==> src/mpr_host_pkg.sv <==
package mpr_host_pkg;
    // Register offsets of the controller's own APB map
    localparam logic [7:0] CMD_OFS  = 8'h00;
    localparam logic [7:0] STAT_OFS = 8'h04;
    // Command register fields
    localparam int CMD_OP_LSB    = 0;
    localparam int CMD_LOC_LSB   = 4;
    localparam int CMD_PAGE_LSB  = 8;
    localparam int CMD_FMT_LSB   = 12;
    localparam int CMD_WDATA_LSB = 16;
    // Status register fields
    localparam int STAT_BUSY      = 0;
    localparam int STAT_ON        = 1;
    localparam int STAT_REFUSED   = 2;
    localparam int STAT_RDATA_LSB = 8;
    localparam int STAT_TREF_LSB  = 16;
    localparam int STAT_PAGE_LSB  = 20;
    localparam int STAT_FMT_LSB   = 24;
    // Mode register 3 fields and select, and the refresh code position in the page 2 byte
    localparam int         MR3_EN_BIT   = 2;
    localparam int         MR3_FMT_LSB  = 11;
    localparam int         MR3_PAGE_LSB = 0;
    localparam logic [1:0] MR3_BA       = 2'h3;
    localparam int         TREF_LSB     = 3;
    // Read-out formats
    localparam logic [1:0] FMT_SERIAL   = 2'h0;
    localparam logic [1:0] FMT_PARALLEL = 2'h1;
    localparam logic [1:0] FMT_RSVD     = 2'h3;
    // Timing
    localparam int CLK_PERIOD_NS = 10;
    localparam int T_MOD_NS      = 30;
    localparam int T_RFC_NS      = 260;
    localparam int T_MPRR_NS     = 10;
    localparam int T_WRREC_NS    = 40;
    localparam int READ_LAT_CYC  = 11;
    localparam int UI_N          = 8;
    localparam int TMR_W         = 9;
    // Least time to whole cycles, never below one
    function automatic logic [TMR_W-1:0] cyc(input int ns);
        int c;
        c = (ns + CLK_PERIOD_NS - 1) / CLK_PERIOD_NS;
        return (c < 1) ? TMR_W'(1) : TMR_W'(c);
    endfunction : cyc
    localparam logic [TMR_W-1:0] MOD_CYC   = cyc(T_MOD_NS);
    localparam logic [TMR_W-1:0] RFC_CYC   = cyc(T_RFC_NS);
    localparam logic [TMR_W-1:0] MPRR_CYC  = cyc(T_MPRR_NS);
    localparam logic [TMR_W-1:0] WRREC_CYC = cyc(T_WRREC_NS);
    // Software operations
    typedef enum logic [2:0] {OP_NONE, OP_ENTER, OP_READ, OP_WRITE, OP_EXIT, OP_REFRESH} op_t;
    // Command pins towards the memory
    typedef struct packed {
        logic        cs_n;
        logic        act_n;
        logic        ras_n;
        logic        cas_n;
        logic        we_n;
        logic [1:0]  bg;
        logic [1:0]  ba;
        logic [17:0] addr;
    } ddr_cmd_t;
    localparam ddr_cmd_t CMD_DES = '{1'b1, 1'b1, 1'b1, 1'b1, 1'b1, 2'h0, 2'h0, 18'h00000};
endpackage : mpr_host_pkg

==> src/mpr_host.sv <==
// Implementation choices: the APB interface to the registers and the placing of the registers.
`timescale 1ns/1ns
// Notes on behaviour
// - Pages 1-3 read only in serial format
// - Page 3 contents are not relied upon
// - No data bus inversion on store reads
// - Only MRS, RD, WR, DES, REF, RESET
// - No power-down or self refresh in mode
// - Nothing else until refresh cycle elapses
// - Single-rate refresh only in mode
// - Finish store accesses before refresh
// - Bit 7 is A7 and UI0
// - BA[1:0] selects the location
// - Recovery wait after last read, then exit
// - Chopped reads start at column 000/100
module mpr_host
    import mpr_host_pkg::*;
#(
    parameter int RL = READ_LAT_CYC  // Read latency in cycles
) (
    // Clock and reset
    input  wire logic             pclk,
    input  wire logic             presetn,
    // APB slave
    input  wire logic             psel,
    input  wire logic             penable,
    input  wire logic             pwrite,
    input  wire logic [7:0]       paddr,
    input  wire logic [31:0]      pwdata,
    output logic      [31:0]      prdata,
    output logic                  pready,
    output logic                  pslverr,
    // Memory command pins
    output mpr_host_pkg::ddr_cmd_t dev_cmd,
    output logic                  cke,
    output logic                  dbi_en,
    // Memory read data lanes
    input  wire logic [7:0]       dq_i
);
    import mpr_host_pkg::*;

    typedef enum logic [1:0] {ST_IDLE, ST_WAIT, ST_RL, ST_CAP} state_t;

    state_t           state;     // Sequencer state
    logic [TMR_W-1:0] tmr;       // Wait / latency / UI counter
    logic             mode_on;   // Store access mode entered
    logic [1:0]       cur_page;  // Active page
    logic [1:0]       cur_fmt;   // Active read-out format
    logic [1:0]       cur_loc;   // Location of the read in flight
    logic [7:0]       rdata;     // Last byte read from the store
    logic [1:0]       tref;      // Last refresh-need code seen
    logic             refused;   // Last request was turned down
    logic [31:0]      cmd_reg;   // Readback of the last command word

    // Decoded command word
    op_t        op;
    logic [1:0] req_loc;
    logic [1:0] req_page;
    logic [1:0] req_fmt;
    logic [7:0] req_wdata;
    assign op        = op_t'(pwdata[CMD_OP_LSB +: 3]);
    assign req_loc   = pwdata[CMD_LOC_LSB +: 2];
    assign req_page  = pwdata[CMD_PAGE_LSB +: 2];
    assign req_fmt   = pwdata[CMD_FMT_LSB +: 2];
    assign req_wdata = pwdata[CMD_WDATA_LSB +: 8];

    // APB decode; zero wait states
    logic acc;
    logic wr_cmd;
    logic legal;
    logic go;
    assign acc    = psel && penable;
    assign wr_cmd = acc && pwrite && (paddr == CMD_OFS);
    assign pready = 1'b1;
    assign pslverr = acc && (paddr != CMD_OFS) && (paddr != STAT_OFS);

    // Request screening: the device cannot flag a bad sequence itself
    always_comb begin
        legal = (state == ST_IDLE);
        unique case (op)
            OP_ENTER:   legal = legal && !mode_on && (req_fmt != FMT_RSVD)
                                && (req_page == 2'h0 || req_fmt == FMT_SERIAL);
            OP_READ:    legal = legal && mode_on
                                && !(cur_fmt == FMT_PARALLEL && req_loc != 2'h0);
            OP_WRITE:   legal = legal && mode_on && (cur_page == 2'h0);
            OP_EXIT:    legal = legal && mode_on;
            OP_REFRESH: legal = legal;
            default:    legal = 1'b0;
        endcase
    end
    assign go = wr_cmd && legal;

    // Power-down is never used and read inversion stays off
    assign cke    = 1'b1;
    assign dbi_en = 1'b0;

    // Register readback
    always_comb begin
        prdata = 32'h00000000;
        if (paddr == CMD_OFS) begin
            prdata = cmd_reg;
        end else if (paddr == STAT_OFS) begin
            prdata[STAT_BUSY]              = (state != ST_IDLE);
            prdata[STAT_ON]                = mode_on;
            prdata[STAT_REFUSED]           = refused;
            prdata[STAT_RDATA_LSB +: 8]    = rdata;
            prdata[STAT_TREF_LSB +: 2]     = tref;
            prdata[STAT_PAGE_LSB +: 2]     = cur_page;
            prdata[STAT_FMT_LSB +: 2]      = cur_fmt;
        end
    end

    // Command word store and refusal flag
    always_ff @(posedge pclk or negedge presetn) begin
        if (!presetn) begin
            cmd_reg <= 32'h00000000;
            refused <= 1'b0;
        end else if (wr_cmd) begin
            cmd_reg <= pwdata;
            refused <= !legal;
        end
    end

    // Mode tracking mirrors the MR3 enable bit; page and format are those written by enter, exit leaves them
    always_ff @(posedge pclk or negedge presetn) begin
        if (!presetn) begin
            mode_on  <= 1'b0;
            cur_page <= 2'h0;
            cur_fmt  <= FMT_SERIAL;
            cur_loc  <= 2'h0;
        end else if (go) begin
            if (op == OP_ENTER) begin
                mode_on  <= 1'b1;
                cur_page <= req_page;
                cur_fmt  <= req_fmt;
            end else if (op == OP_EXIT) begin
                mode_on <= 1'b0;
            end else if (op == OP_READ) begin
                cur_loc <= req_loc;
            end
        end
    end

    // Next byte while sampling: UI0 lands in bit 7
    logic [7:0] next_rdata;
    always_comb begin
        next_rdata = {rdata[6:0], dq_i[0]};
        if (cur_fmt == FMT_PARALLEL) begin
            // Whole byte sits on the lanes at UI0; lane 0 carries bit 7
            next_rdata = rdata;
            if (tmr == TMR_W'(UI_N - 1)) begin
                for (int i = 0; i < 8; i++) begin
                    next_rdata[7 - i] = dq_i[i];
                end
            end
        end
    end

    // Command sequencer; every slot without a command is a deselect
    always_ff @(posedge pclk or negedge presetn) begin
        if (!presetn) begin
            state   <= ST_IDLE;
            tmr     <= '0;
            dev_cmd <= CMD_DES;
            rdata   <= 8'h00;
            tref    <= 2'h0;
        end else begin
            dev_cmd <= CMD_DES;
            unique case (state)
                ST_IDLE: begin
                    if (go) begin
                        dev_cmd <= '{1'b0, 1'b1, 1'b1, 1'b0, 1'b1, 2'h0, req_loc, 18'h00000};
                        state   <= ST_WAIT;
                        unique case (op)
                            OP_ENTER, OP_EXIT: begin
                                // MRS to MR3, fine refresh bits left at 1x
                                dev_cmd <= '{1'b0, 1'b1, 1'b0, 1'b0, 1'b0, 2'h0, MR3_BA,
                                    18'(({16'h0000, req_fmt} << MR3_FMT_LSB)
                                      | ({16'h0000, req_page} << MR3_PAGE_LSB)
                                      | ((op == OP_ENTER ? 18'h00001 : 18'h00000)
                                         << MR3_EN_BIT))};
                                tmr <= MOD_CYC;
                            end
                            OP_READ: begin
                                // Plain read, column 000, BA picks location
                                state <= ST_RL;
                                tmr   <= TMR_W'(RL - 1);
                            end
                            OP_WRITE: begin
                                // Store write data rides on A7..A0
                                dev_cmd <= '{1'b0, 1'b1, 1'b1, 1'b0, 1'b0, 2'h0, req_loc,
                                    {10'h000, req_wdata}};
                                tmr <= WRREC_CYC;
                            end
                            default: begin
                                // Refresh, then hold off for the refresh cycle
                                dev_cmd <= '{1'b0, 1'b1, 1'b0, 1'b0, 1'b1, 2'h0, 2'h0,
                                    18'h00000};
                                tmr <= RFC_CYC;
                            end
                        endcase
                    end
                end
                ST_WAIT: begin
                    if (tmr <= TMR_W'(1)) begin
                        state <= ST_IDLE;
                    end else begin
                        tmr <= tmr - TMR_W'(1);
                    end
                end
                ST_RL: begin
                    if (tmr == '0) begin
                        state <= ST_CAP;
                        tmr   <= TMR_W'(UI_N - 1);
                    end else begin
                        tmr <= tmr - TMR_W'(1);
                    end
                end
                ST_CAP: begin
                    rdata <= next_rdata;
                    if (tmr == '0) begin
                        // Recovery before anything, exit included
                        state <= ST_WAIT;
                        tmr   <= MPRR_CYC;
                        // Only page 2 location 0 feeds the code; page 3 bytes are never decoded
                        if (cur_page == 2'h2 && cur_loc == 2'h0) begin
                            tref <= next_rdata[TREF_LSB +: 2];
                        end
                    end else begin
                        tmr <= tmr - TMR_W'(1);
                    end
                end
            endcase
        end
    end

    // Helper for checks: cycles since the last command and its kind
    logic [TMR_W-1:0] gap;
    logic             last_ref;
    logic             last_mrs;
    logic [TMR_W-1:0] since_rd;
    logic             is_cmd;
    logic             is_mrs;
    logic             is_ref;
    logic             is_rd;
    logic             is_wr;
    assign is_cmd = !dev_cmd.cs_n;
    assign is_mrs = is_cmd && !dev_cmd.ras_n && !dev_cmd.cas_n && !dev_cmd.we_n;
    assign is_ref = is_cmd && !dev_cmd.ras_n && !dev_cmd.cas_n && dev_cmd.we_n;
    assign is_rd  = is_cmd && dev_cmd.ras_n && !dev_cmd.cas_n && dev_cmd.we_n;
    assign is_wr  = is_cmd && dev_cmd.ras_n && !dev_cmd.cas_n && !dev_cmd.we_n;
    always_ff @(posedge pclk or negedge presetn) begin
        if (!presetn) begin
            gap      <= '1;
            last_ref <= 1'b0;
            last_mrs <= 1'b0;
            since_rd <= '1;
        end else begin
            if (is_cmd) begin
                gap      <= TMR_W'(1);
                last_ref <= is_ref;
                last_mrs <= is_mrs;
            end else if (gap != '1) begin
                gap <= gap + TMR_W'(1);
            end
            if (state == ST_CAP && tmr == '0) begin
                since_rd <= '0;
            end else if (since_rd != '1) begin
                since_rd <= since_rd + TMR_W'(1);
            end
        end
    end

    localparam int RD_MAX = 40;
endmodule : mpr_host

==> config.mk <==
export PLATFORM = sky130hd
export DESIGN_NAME = mpr_host
export DESIGN_NICKNAME = d
export VERILOG_FILES = /design/src/mpr_host_pkg.sv /design/src/mpr_host.sv
export SDC_FILE = /design/constraint.sdc
export NUM_CORES = 1
export LEC_CHECK = 0
export ABC_AREA = 1
export ABC_CLOCK_PERIOD_IN_PS = 1600
export BUFFER_PORTS_ARGS = -buffer_cell sky130_fd_sc_hd__buf_2
export CAP_MARGIN = 10
export CORE_ASPECT_RATIO = 1.2
export CORE_UTILIZATION = 35
export DETAILED_ROUTE_END_ITERATION = 6
export SYNTH_ARGS = -nofsm -noshare
export SYNTH_HDL_FRONTEND = slang
export SYNTH_SLANG_ARGS = --single-unit
==> constraint.sdc <==
create_clock -name pclk -period 1.6 [get_ports pclk]
set_input_delay 0.24 -clock pclk [delete_from_list [all_inputs] [get_ports pclk]]
set_output_delay 0.24 -clock pclk [all_outputs]
set_load 0.05 [all_outputs]
==> summary by stage, run 1 <==
Run status
The run finished, with violations left. The checks that failed: setup timing.

Critical path
The biggest fanout along the worst timing path is 4. Among all stages on the critical path, the largest delay is contributed by sky130_fd_sc_hd__dfrtp_1. The worst setup path is launched from a register. The biggest cell delay along the critical path is around 0.43 ns. The critical path endpoint category is a register. The launching element of the worst setup path is tmr[0]$_DFFE_PN0P_.

In this run the critical register-to-register path is launched from tmr[0]$_DFFE_PN0P_. For the worst setup path, the data arrival time is 1.86 ns. The kind of critical path is reg -> reg. The signal on the critical path passes through inv_2, buf_4, buf_4, a21oi_1, nor3_2, nand3_2, buf_6, o211ai_1, nand2_1. Data on the critical path is required at its endpoint by 1.82 ns.

Among the stages of the critical path, the cell type that occurs most often is sky130_fd_sc_hd__buf_4.

Place
At the placement stage, the worst setup path has a slack of -0.131 ns. The placed cell area is approximately 5400 sq um. During placement, the flow inserted port buffers numbering slightly above 100.

Once detailed placement completed, the half-perimeter wirelength came to 8450 microns. After detailed placement, the design holds a cell count of 835. Routability-driven placement finished with a final weighted congestion of 0.868.

Run
The max-capacitance violation count is 0.

Synth
The count of state elements after synthesis is 76. In the post-synthesis netlist, the biggest area contributors are sky130_fd_sc_hd__dfrtp_1 (45%), sky130_fd_sc_hd__nand2_1 (14%), sky130_fd_sc_hd__inv_1 (5.9%), sky130_fd_sc_hd__o21ai_0 (5.7%), sky130_fd_sc_hd__nor2_1 (5.1%). The area share of the leading cell type in the synthesized netlist is 45.1%. The portion of the post-synthesis area used by sequential elements is 47.1%. The share of flip-flops with an asynchronous set or reset after synthesis is 100%.

The number of enable flip-flop cells after synthesis is 0. After technology mapping, the gate count stands at 530. Among all flip-flop cells after synthesis, the most frequent one is sky130_fd_sc_hd__dfrtp_1. The cell area after technology mapping is 4050 sq um. The number of unique standard cell types used by synthesis is 35.

The Yosys step of the flow raised 0 warnings. The average instance in the mapped netlist occupies 7.64 sq um. The cell type with the largest total area after synthesis is sky130_fd_sc_hd__dfrtp_1.

Routing
The final antenna-violating net count is 0. For this run, the detailed router's first-pass iteration total came to 4. The number of remaining DRC errors is 0. The total number of vias is 4029. The via density per instance is approximately 4.7.

The per-cell routed wire length is 13.9 microns. The total wire length after detailed routing is 12000 microns. The violation count after the first detailed-routing iteration is 150.

Clock network
CTS placed an instance of sky130_fd_sc_hd__clkbuf_16 at the clock tree root. The H-tree generated during clock tree synthesis spans 3 levels. TritonCTS built the clock tree.

The clock transition at the registers of the reported paths is 0.06 ns. In this run the deepest clock path goes through 2 buffers. The clock buffer count from CTS is 9. Clock tree synthesis found a total of 76 sinks. The clock latency of the later-clocked register in the worst-skew pair is 0.34 ns.

Layout
The design area is 6320 sq um. The finished layout holds 864 standard cells, fillers aside. The final layout contains 761 nets.

The register with the most flip-flops in the layout has 32 of them. In the final layout, the share of cells above drive strength 1 is 42.3%. The number of antenna diodes in the final layout is 0. The area growth from synthesis to layout is 56.1%.

Counting the fill cells in the layout gives 995.

STA
The count of endpoints failing hold in the final timing report is 0. The period utilization is 103%. Setup repair after global routing could not meet its margin everywhere. The final setup violation count is 20. The worst path in the final design needs a cycle of 1.64 ns, including I/O delays and setup. The clock skew after layout is 0.00580 ns.

The highest clock rate is 609 MHz. The number of pins with negative max-slew slack in the final report came to 0. Once routing completed, OpenROAD measured the worst setup slack at -0.0415 ns.

Floorplanning
Once the floorplan was initialized, standard cells occupied around 36% of the core. The height of the die is between 100 and 150 microns. 116 I/O pins were placed. The area enclosed by the die boundary is 12000 sq um. The standard-cell row count is 42. From left edge to right edge, the die measures between 100 and 150 microns. In this run the standard cell core region covers 11100 sq um.

GRT
The global-route wire length before repair is 18300 microns. Global routing used 19.8% of the available tracks across all layers. The initial antenna violation count came to 0.

The number of global-route vias before repair is 3815. Global routing finished with a remaining overflow of 0. Entering global routing, the biggest net connects 35 pins.

Min path
In this run the most critical hold path is launched from pwdata[10]. The min-delay analysis places its worst path in the category in -> reg.

Power and ir drop
In this run the static leakage power is 3.21 nW. The worst vdd rail ir drop is between 0.0004 and 0.0005 V. In this run the power density over the cells is 696 nW/um^2.
-- path summary, 6_finish.rpt --
check                      slack [ns]  cells past startpoint                 endpoint
max                             -0.04                      9       tmr[8]$_DFFE_PN0P_
min reg2reg                      0.47                      2       tmr[4]$_DFFE_PN0P_
max reg2reg                     -0.04                      9       tmr[8]$_DFFE_PN0P_
min                               0.1                      3  cmd_reg[10]$_DFFE_PN0P_
max in group asynchronous        0.62                      3     rdata[5]$_DFFE_PN0P_
min in group asynchronous        0.41                      2  cmd_reg[27]$_DFFE_PN0P_
-- cell families (layout without fill, tap and decap cells) --
kind of cell	Yosys count	in the layout	share of synthesized area, %
simple gates	273	274	29.7
buf+inv	95	262	10.6
compound gates	76	76	10.5
flops	76	76	47.1
xor+xnor	5	5	1.08
fa+ha+maj	3	3	0.927
other cells	2	14	0.185
-- power breakdown --
| group | total (W) | leakage, nW | internal, W | switching (W) |
|---|---|---|---|---|
| sequential | 0.00196 | 0.893 | 0.00195 | 0.0000151 |
| clock | 0.00205 | 0.140 | 0.00126 | 0.000793 |
| combinational | 0.000384 | 2.18 | 0.000125 | 0.000260 |
| total | 0.00440 | 3.21 | 0.00333 | 0.00107 |
-- critical path: cells and delay by family (launching register included) --
family	cells	cell delay, ns
compound gates	2	0.14
buf+inv	4	0.49
flops	1	0.43
simple gates	3	0.48
-- synthesized netlist by cell type (3+ instances only) --
cell type	number
sky130_fd_sc_hd__o21ai_0	46
sky130_fd_sc_hd__nor3_1	4
sky130_fd_sc_hd__dfstp_2	3
sky130_fd_sc_hd__clkbuf_1	4
sky130_fd_sc_hd__nand3_1	32
sky130_fd_sc_hd__buf_4	15
sky130_fd_sc_hd__nand2_4	3
sky130_fd_sc_hd__nand4_1	5
sky130_fd_sc_hd__ha_1	3
sky130_fd_sc_hd__nand2_1	156
sky130_fd_sc_hd__nor2_2	5
sky130_fd_sc_hd__inv_2	4
sky130_fd_sc_hd__nor2_1	55
sky130_fd_sc_hd__a21oi_1	12
sky130_fd_sc_hd__nand2_2	3
sky130_fd_sc_hd__nand3_2	3
sky130_fd_sc_hd__buf_2	6
sky130_fd_sc_hd__xor2_1	5
sky130_fd_sc_hd__a22o_1	4
sky130_fd_sc_hd__dfrtp_1	73
sky130_fd_sc_hd__o211ai_1	3
sky130_fd_sc_hd__a22oi_1	7
sky130_fd_sc_hd__inv_1	64
-- per-stage QoR --
step | TNS (ns) | total power (W) | utilization (%) | hold slack (ns)
after global routing | -2.10 | 0.00455 | 56.7 | 0.0982
after global placement | -3.02 | 0.00234 | 48.0 | 0.225
after floorplan | -0.443 | 0.00219 | - | -0.0556
after CTS | -0.363 | 0.00441 | 53.6 | 0.0879
final | -0.357 | 0.00440 | 56.7 | 0.0953
after detailed placement | -3.15 | 0.00235 | 48.0 | 0.232
-- layout by cell type, fill, tap and decap left out, types with 4 or more instances in the layout --
master,instances
sky130_fd_sc_hd__nand2_4,9
sky130_fd_sc_hd__o21ai_0,30
sky130_fd_sc_hd__buf_2,65
sky130_fd_sc_hd__a22oi_2,4
sky130_fd_sc_hd__xor2_1,5
sky130_fd_sc_hd__clkbuf_16,11
sky130_fd_sc_hd__a22o_1,4
sky130_fd_sc_hd__nand2_1,142
sky130_fd_sc_hd__inv_1,54
sky130_fd_sc_hd__nand3_2,7
sky130_fd_sc_hd__o21ai_4,12
sky130_fd_sc_hd__conb_1,14
sky130_fd_sc_hd__nand2_2,11
sky130_fd_sc_hd__nor2_1,32
sky130_fd_sc_hd__buf_6,30
sky130_fd_sc_hd__a21oi_2,5
sky130_fd_sc_hd__buf_12,4
sky130_fd_sc_hd__nand3_1,27
sky130_fd_sc_hd__buf_8,6
sky130_fd_sc_hd__nor2_4,16
sky130_fd_sc_hd__inv_2,12
sky130_fd_sc_hd__buf_4,70
sky130_fd_sc_hd__nand4_1,5
sky130_fd_sc_hd__nor2_2,15
sky130_fd_sc_hd__dfrtp_1,72
sky130_fd_sc_hd__a21oi_1,6
-- per-layer routing --
metal / vias up / wire length (microns) / global-route usage [%]
met5: - / 0 / 0
met4: 0 / 308 / 7.61
met3: 26 / 491 / 3.79
met2: 120 / 6320 / 34.9
met1: 1886 / 4890 / 23.6
li1: 1997 / - / -
-- repair_timing --
action                                  CTS  global route
setup buffers                             1             7
endpoints found under the setup margin   51            71
gates resized for setup                  93            67
pin swaps                                 8            25
hold buffers                              1             0
cloned                                    1             3
endpoints found under the hold margin    29             0
-- layout make-up --
type	instances	area [sq um]	share of cell area [%]
Multi-Input combinational cell	372	2240	35.5
Inverter	68	260	4.12
Clock inverter	3	46.3	0.733
Tap cell	154	193	3.05
Sequential cell	76	1910	30.2
Clock buffer	13	250	3.96
Timing Repair Buffer	178	1420	22.5
Power figures use the tool's default switching activity.
==> inputs of run 2 (changes only) <==
--- a/config.mk
+++ b/config.mk
@@ -6,7 +6,7 @@
 export NUM_CORES = 1
 export LEC_CHECK = 0
 export ABC_AREA = 1
-export ABC_CLOCK_PERIOD_IN_PS = 1600
+export ABC_CLOCK_PERIOD_IN_PS = 1950
 export BUFFER_PORTS_ARGS = -buffer_cell sky130_fd_sc_hd__buf_2
 export CAP_MARGIN = 10
 export CORE_ASPECT_RATIO = 1.2
==> constraint.sdc (replaced) <==
create_clock -name pclk -period 1.95 [get_ports pclk]
set_input_delay 0.2925 -clock pclk [delete_from_list [all_inputs] [get_ports pclk]]
set_output_delay 0.2925 -clock pclk [all_outputs]
set_load 0.05 [all_outputs]
==> summary by stage, run 2 (synthesis results as in run 1) <==
Run status
Outcome: completed (was finished with violations).

Routing
The total wire length after detailed routing was 10500 microns (was 12000 microns). The via density per instance is 4.69 (was 4.66). The final antenna-violating net count is 0 (unchanged). The number of remaining DRC errors is 0 (unchanged).

The first-pass iteration count of the detailed router came to 4 (unchanged). The violation count after the first detailed-routing iteration is 151 (was 150). The per-cell routed wire length is 13.0 microns (was 13.9 microns). The total number of vias is 3777 (was 4029).

Layout
The leading cell type in the layout, fill and taps excluded was sky130_fd_sc_hd__nand2_1 (unchanged). The number of flip-flops in the largest register is 32 (unchanged). The net count of the finished layout is 703 (was 761). The core utilization of the finished layout is 46.4% (was 56.7%). The area added between synthesis and finish was 27.7% (was 56.1%). Commonest cells after routing, fill and taps aside: sky130_fd_sc_hd__nand2_1 (156), sky130_fd_sc_hd__buf_2 (95), sky130_fd_sc_hd__dfrtp_1 (72) (was sky130_fd_sc_hd__nand2_1 (142), sky130_fd_sc_hd__dfrtp_1 (72), sky130_fd_sc_hd__buf_4 (70)). The design area is 5170 sq um (was 6320 sq um).

The layout cell share with drive strength beyond 1 is 26.5% (was 42.3%). The number of antenna cells inserted was 0 (unchanged).

Clock network
The clock buffer count from CTS was 9 (unchanged). The buffers inserted during post-CTS setup optimization was 0 (was 1). The CTS root buffer was sky130_fd_sc_hd__clkbuf_16 (unchanged). The clock sink count is 76 (unchanged). The buffer levels on the longest clock path is 2 (unchanged). The clock transition at the registers of the reported paths was 0.06 ns (about the same).

The number of H-tree levels is 3 (unchanged). The clock tree from TritonCTS is done (unchanged). The clock latency of the later-clocked register in the worst-skew pair came to 0.34 ns (about the same).

Floorplanning
The width of the chip is 100 microns (unchanged). The I/O pin count is 116 (unchanged). The floorplan core area is 11100 sq um (unchanged). The starting utilization of the core area is 36.3% (unchanged). The standard-cell row count is 42 (unchanged). The height of the die is 120 microns (unchanged). The area enclosed by the die boundary is 12000 sq um (unchanged).

Power and ir drop
The worst vdd rail ir drop was 0.000331 V (was 0.000439 V). The ratio of total power to cell area came to 692 nW/um^2 (was 696 nW/um^2). The leakage power is 2.82 nW (was 3.21 nW).

Place
The number of buffer cells added on primary ports is 101 (unchanged). The final estimated routing congestion in global placement is 0.885 (was 0.868). The estimated wirelength of the detail-placed design is 8040 microns (was 8450 microns). The placed cell area came to 4840 sq um (was 5350 sq um).

STA
Derived from the worst setup path, the maximum achievable clock frequency is 542 MHz. Setup repair after global routing missed its margin: no (was yes). The number of pins with negative max-slew slack in the final report is 0 (unchanged). The period utilization is 94.7%. Counting I/O delays and the setup requirement, the final critical path takes around 1.8 ns. The clock skew after layout is 0.00736 ns (was 0.00580 ns). The final setup violation count is 0 (was 20).

The count of endpoints failing hold in the final timing report was 0 (unchanged).

Critical path
The biggest fanout along the worst timing path was 7 (was 4). The critical path endpoint category is an output port (was register). The data required time of the critical path was 1.66 ns (was 1.82 ns). The kind of critical path is in -> out (was reg -> reg). The data arrival time of the critical path is 1.55 ns (was 1.86 ns). The type of element launching the critical path is a primary input (was register).

GRT
The initial antenna violation count is 0 (unchanged). The number of global-route vias before repair is 3705 (was 3815). The total congestion overflow after global routing is 0 (unchanged). The overall global routing resource usage is 18.4% (was 19.8%). The pin count of the biggest net entering global routing is 60 (was 35).

The global-route wire length before repair is 17300 microns (was 18300 microns).

Min path
The kind of path behind the tightest hold check is in -> reg (unchanged).

Run
The max-capacitance violation count is 0 (unchanged).
==> run 2: cell count changes in the layout (fill, tap and decap cells not counted), moves of 8 or more <==
| cell | previous run | this run |
|---|---|---|
| sky130_fd_sc_hd__nand2_1 | 142 | 156 |
| sky130_fd_sc_hd__nand2_2 | 11 | 3 |
| sky130_fd_sc_hd__buf_4 | 70 | 18 |
| sky130_fd_sc_hd__nor2_4 | 16 | 2 |
| sky130_fd_sc_hd__o21ai_4 | 12 | 0 |
| sky130_fd_sc_hd__nor2_1 | 32 | 45 |
| sky130_fd_sc_hd__buf_6 | 30 | 0 |
| sky130_fd_sc_hd__buf_2 | 65 | 95 |
| sky130_fd_sc_hd__o21ai_0 | 30 | 45 |
| sky130_fd_sc_hd__inv_2 | 12 | 4 |
| sky130_fd_sc_hd__inv_1 | 54 | 64 |
==> run 2: worst paths after layout <==
kind	to	cells past startpoint	startpoint	slack, ns
worst min-delay path	cmd_reg[15]$_DFFE_PN0P_	3	pwdata[15]	0.15
worst min register to register	cmd_reg[20]$_DFFE_PN0P_	2	cmd_reg[20]$_DFFE_PN0P_	0.48
min in group asynchronous	cmd_reg[7]$_DFFE_PN0P_	2	presetn	0.36
max in group asynchronous	dev_cmd[22]$_DFF_PN1_	3	presetn	0.95
worst max-delay path	prdata[12]	8	paddr[3]	0.10
worst max register to register	tmr[1]$_DFFE_PN0P_	8	tmr[1]$_DFFE_PN0P_	0.19
==> run 2: layer usage <==
layer	vias to the layer above	share of wire (%)	global-route usage (%)
li1	1879	-	-
met3	20	4.8	3.79
met1	1774	43	22.5
met2	104	49	30.7
met5	-	0	0
met4	0	2.7	9.24
==> run 2: report_power, final <==
| group | leakage [nW] | total, W | internal, W | switching, W |
|---|---|---|---|---|
| Combinational | 1.78 | 0.000261 | 0.0000741 | 0.000187 |
| Clock | 0.149 | 0.00171 | 0.00106 | 0.000649 |
| Sequential | 0.893 | 0.00161 | 0.00160 | 0.0000101 |
| Total | 2.82 | 0.00358 | 0.00273 | 0.000846 |
==> run 2: through the flow <==
step / std cells / total power [W] / setup slack (ns) / hold WS (ns) / setup TNS (ns)
global placement: 789 / 0.00190 / 0.0482 / 0.180 / 0
CTS: 806 / 0.00361 / 0.0613 / 0.139 / 0
floorplan: 542 / 0.00179 / -0.339 / -0.00309 / -3.89
detailed placement: 789 / 0.00190 / 0.0678 / 0.180 / 0
finish: 806 / 0.00358 / 0.104 / 0.145 / 0
global route: 806 / 0.00370 / 0.00203 / 0.147 / 0
==> run 2: critical path: stages <==
cell	delay, ns
sky130_fd_sc_hd__buf_2	0.10
sky130_fd_sc_hd__nor2_1	0.09
sky130_fd_sc_hd__nand3_1	0.07
sky130_fd_sc_hd__nor4_1	0.16
sky130_fd_sc_hd__nand2_1	0.14
sky130_fd_sc_hd__buf_4	0.18
sky130_fd_sc_hd__o21ai_0	0.23
sky130_fd_sc_hd__clkbuf_4	0.29
==> run 2: what timing repair did <==
item / 4_1_cts / 5_1_grt
endpoints found under the setup margin: 0 / 8
gates resized for setup: 0 / 10
hold buffers: 1 / 0
endpoints found under the hold margin: 17 / 0
==> run 2: final cells by class <==
type                            count  area, sq um
Clock buffer                       12          256
Tap cell                          154          193
Sequential cell                    76         1910
Clock inverter                      4         47.5
Inverter                           68          255
Fill cell                        1121         5970
Multi-Input combinational cell    371         1790
Timing Repair Buffer              121          723
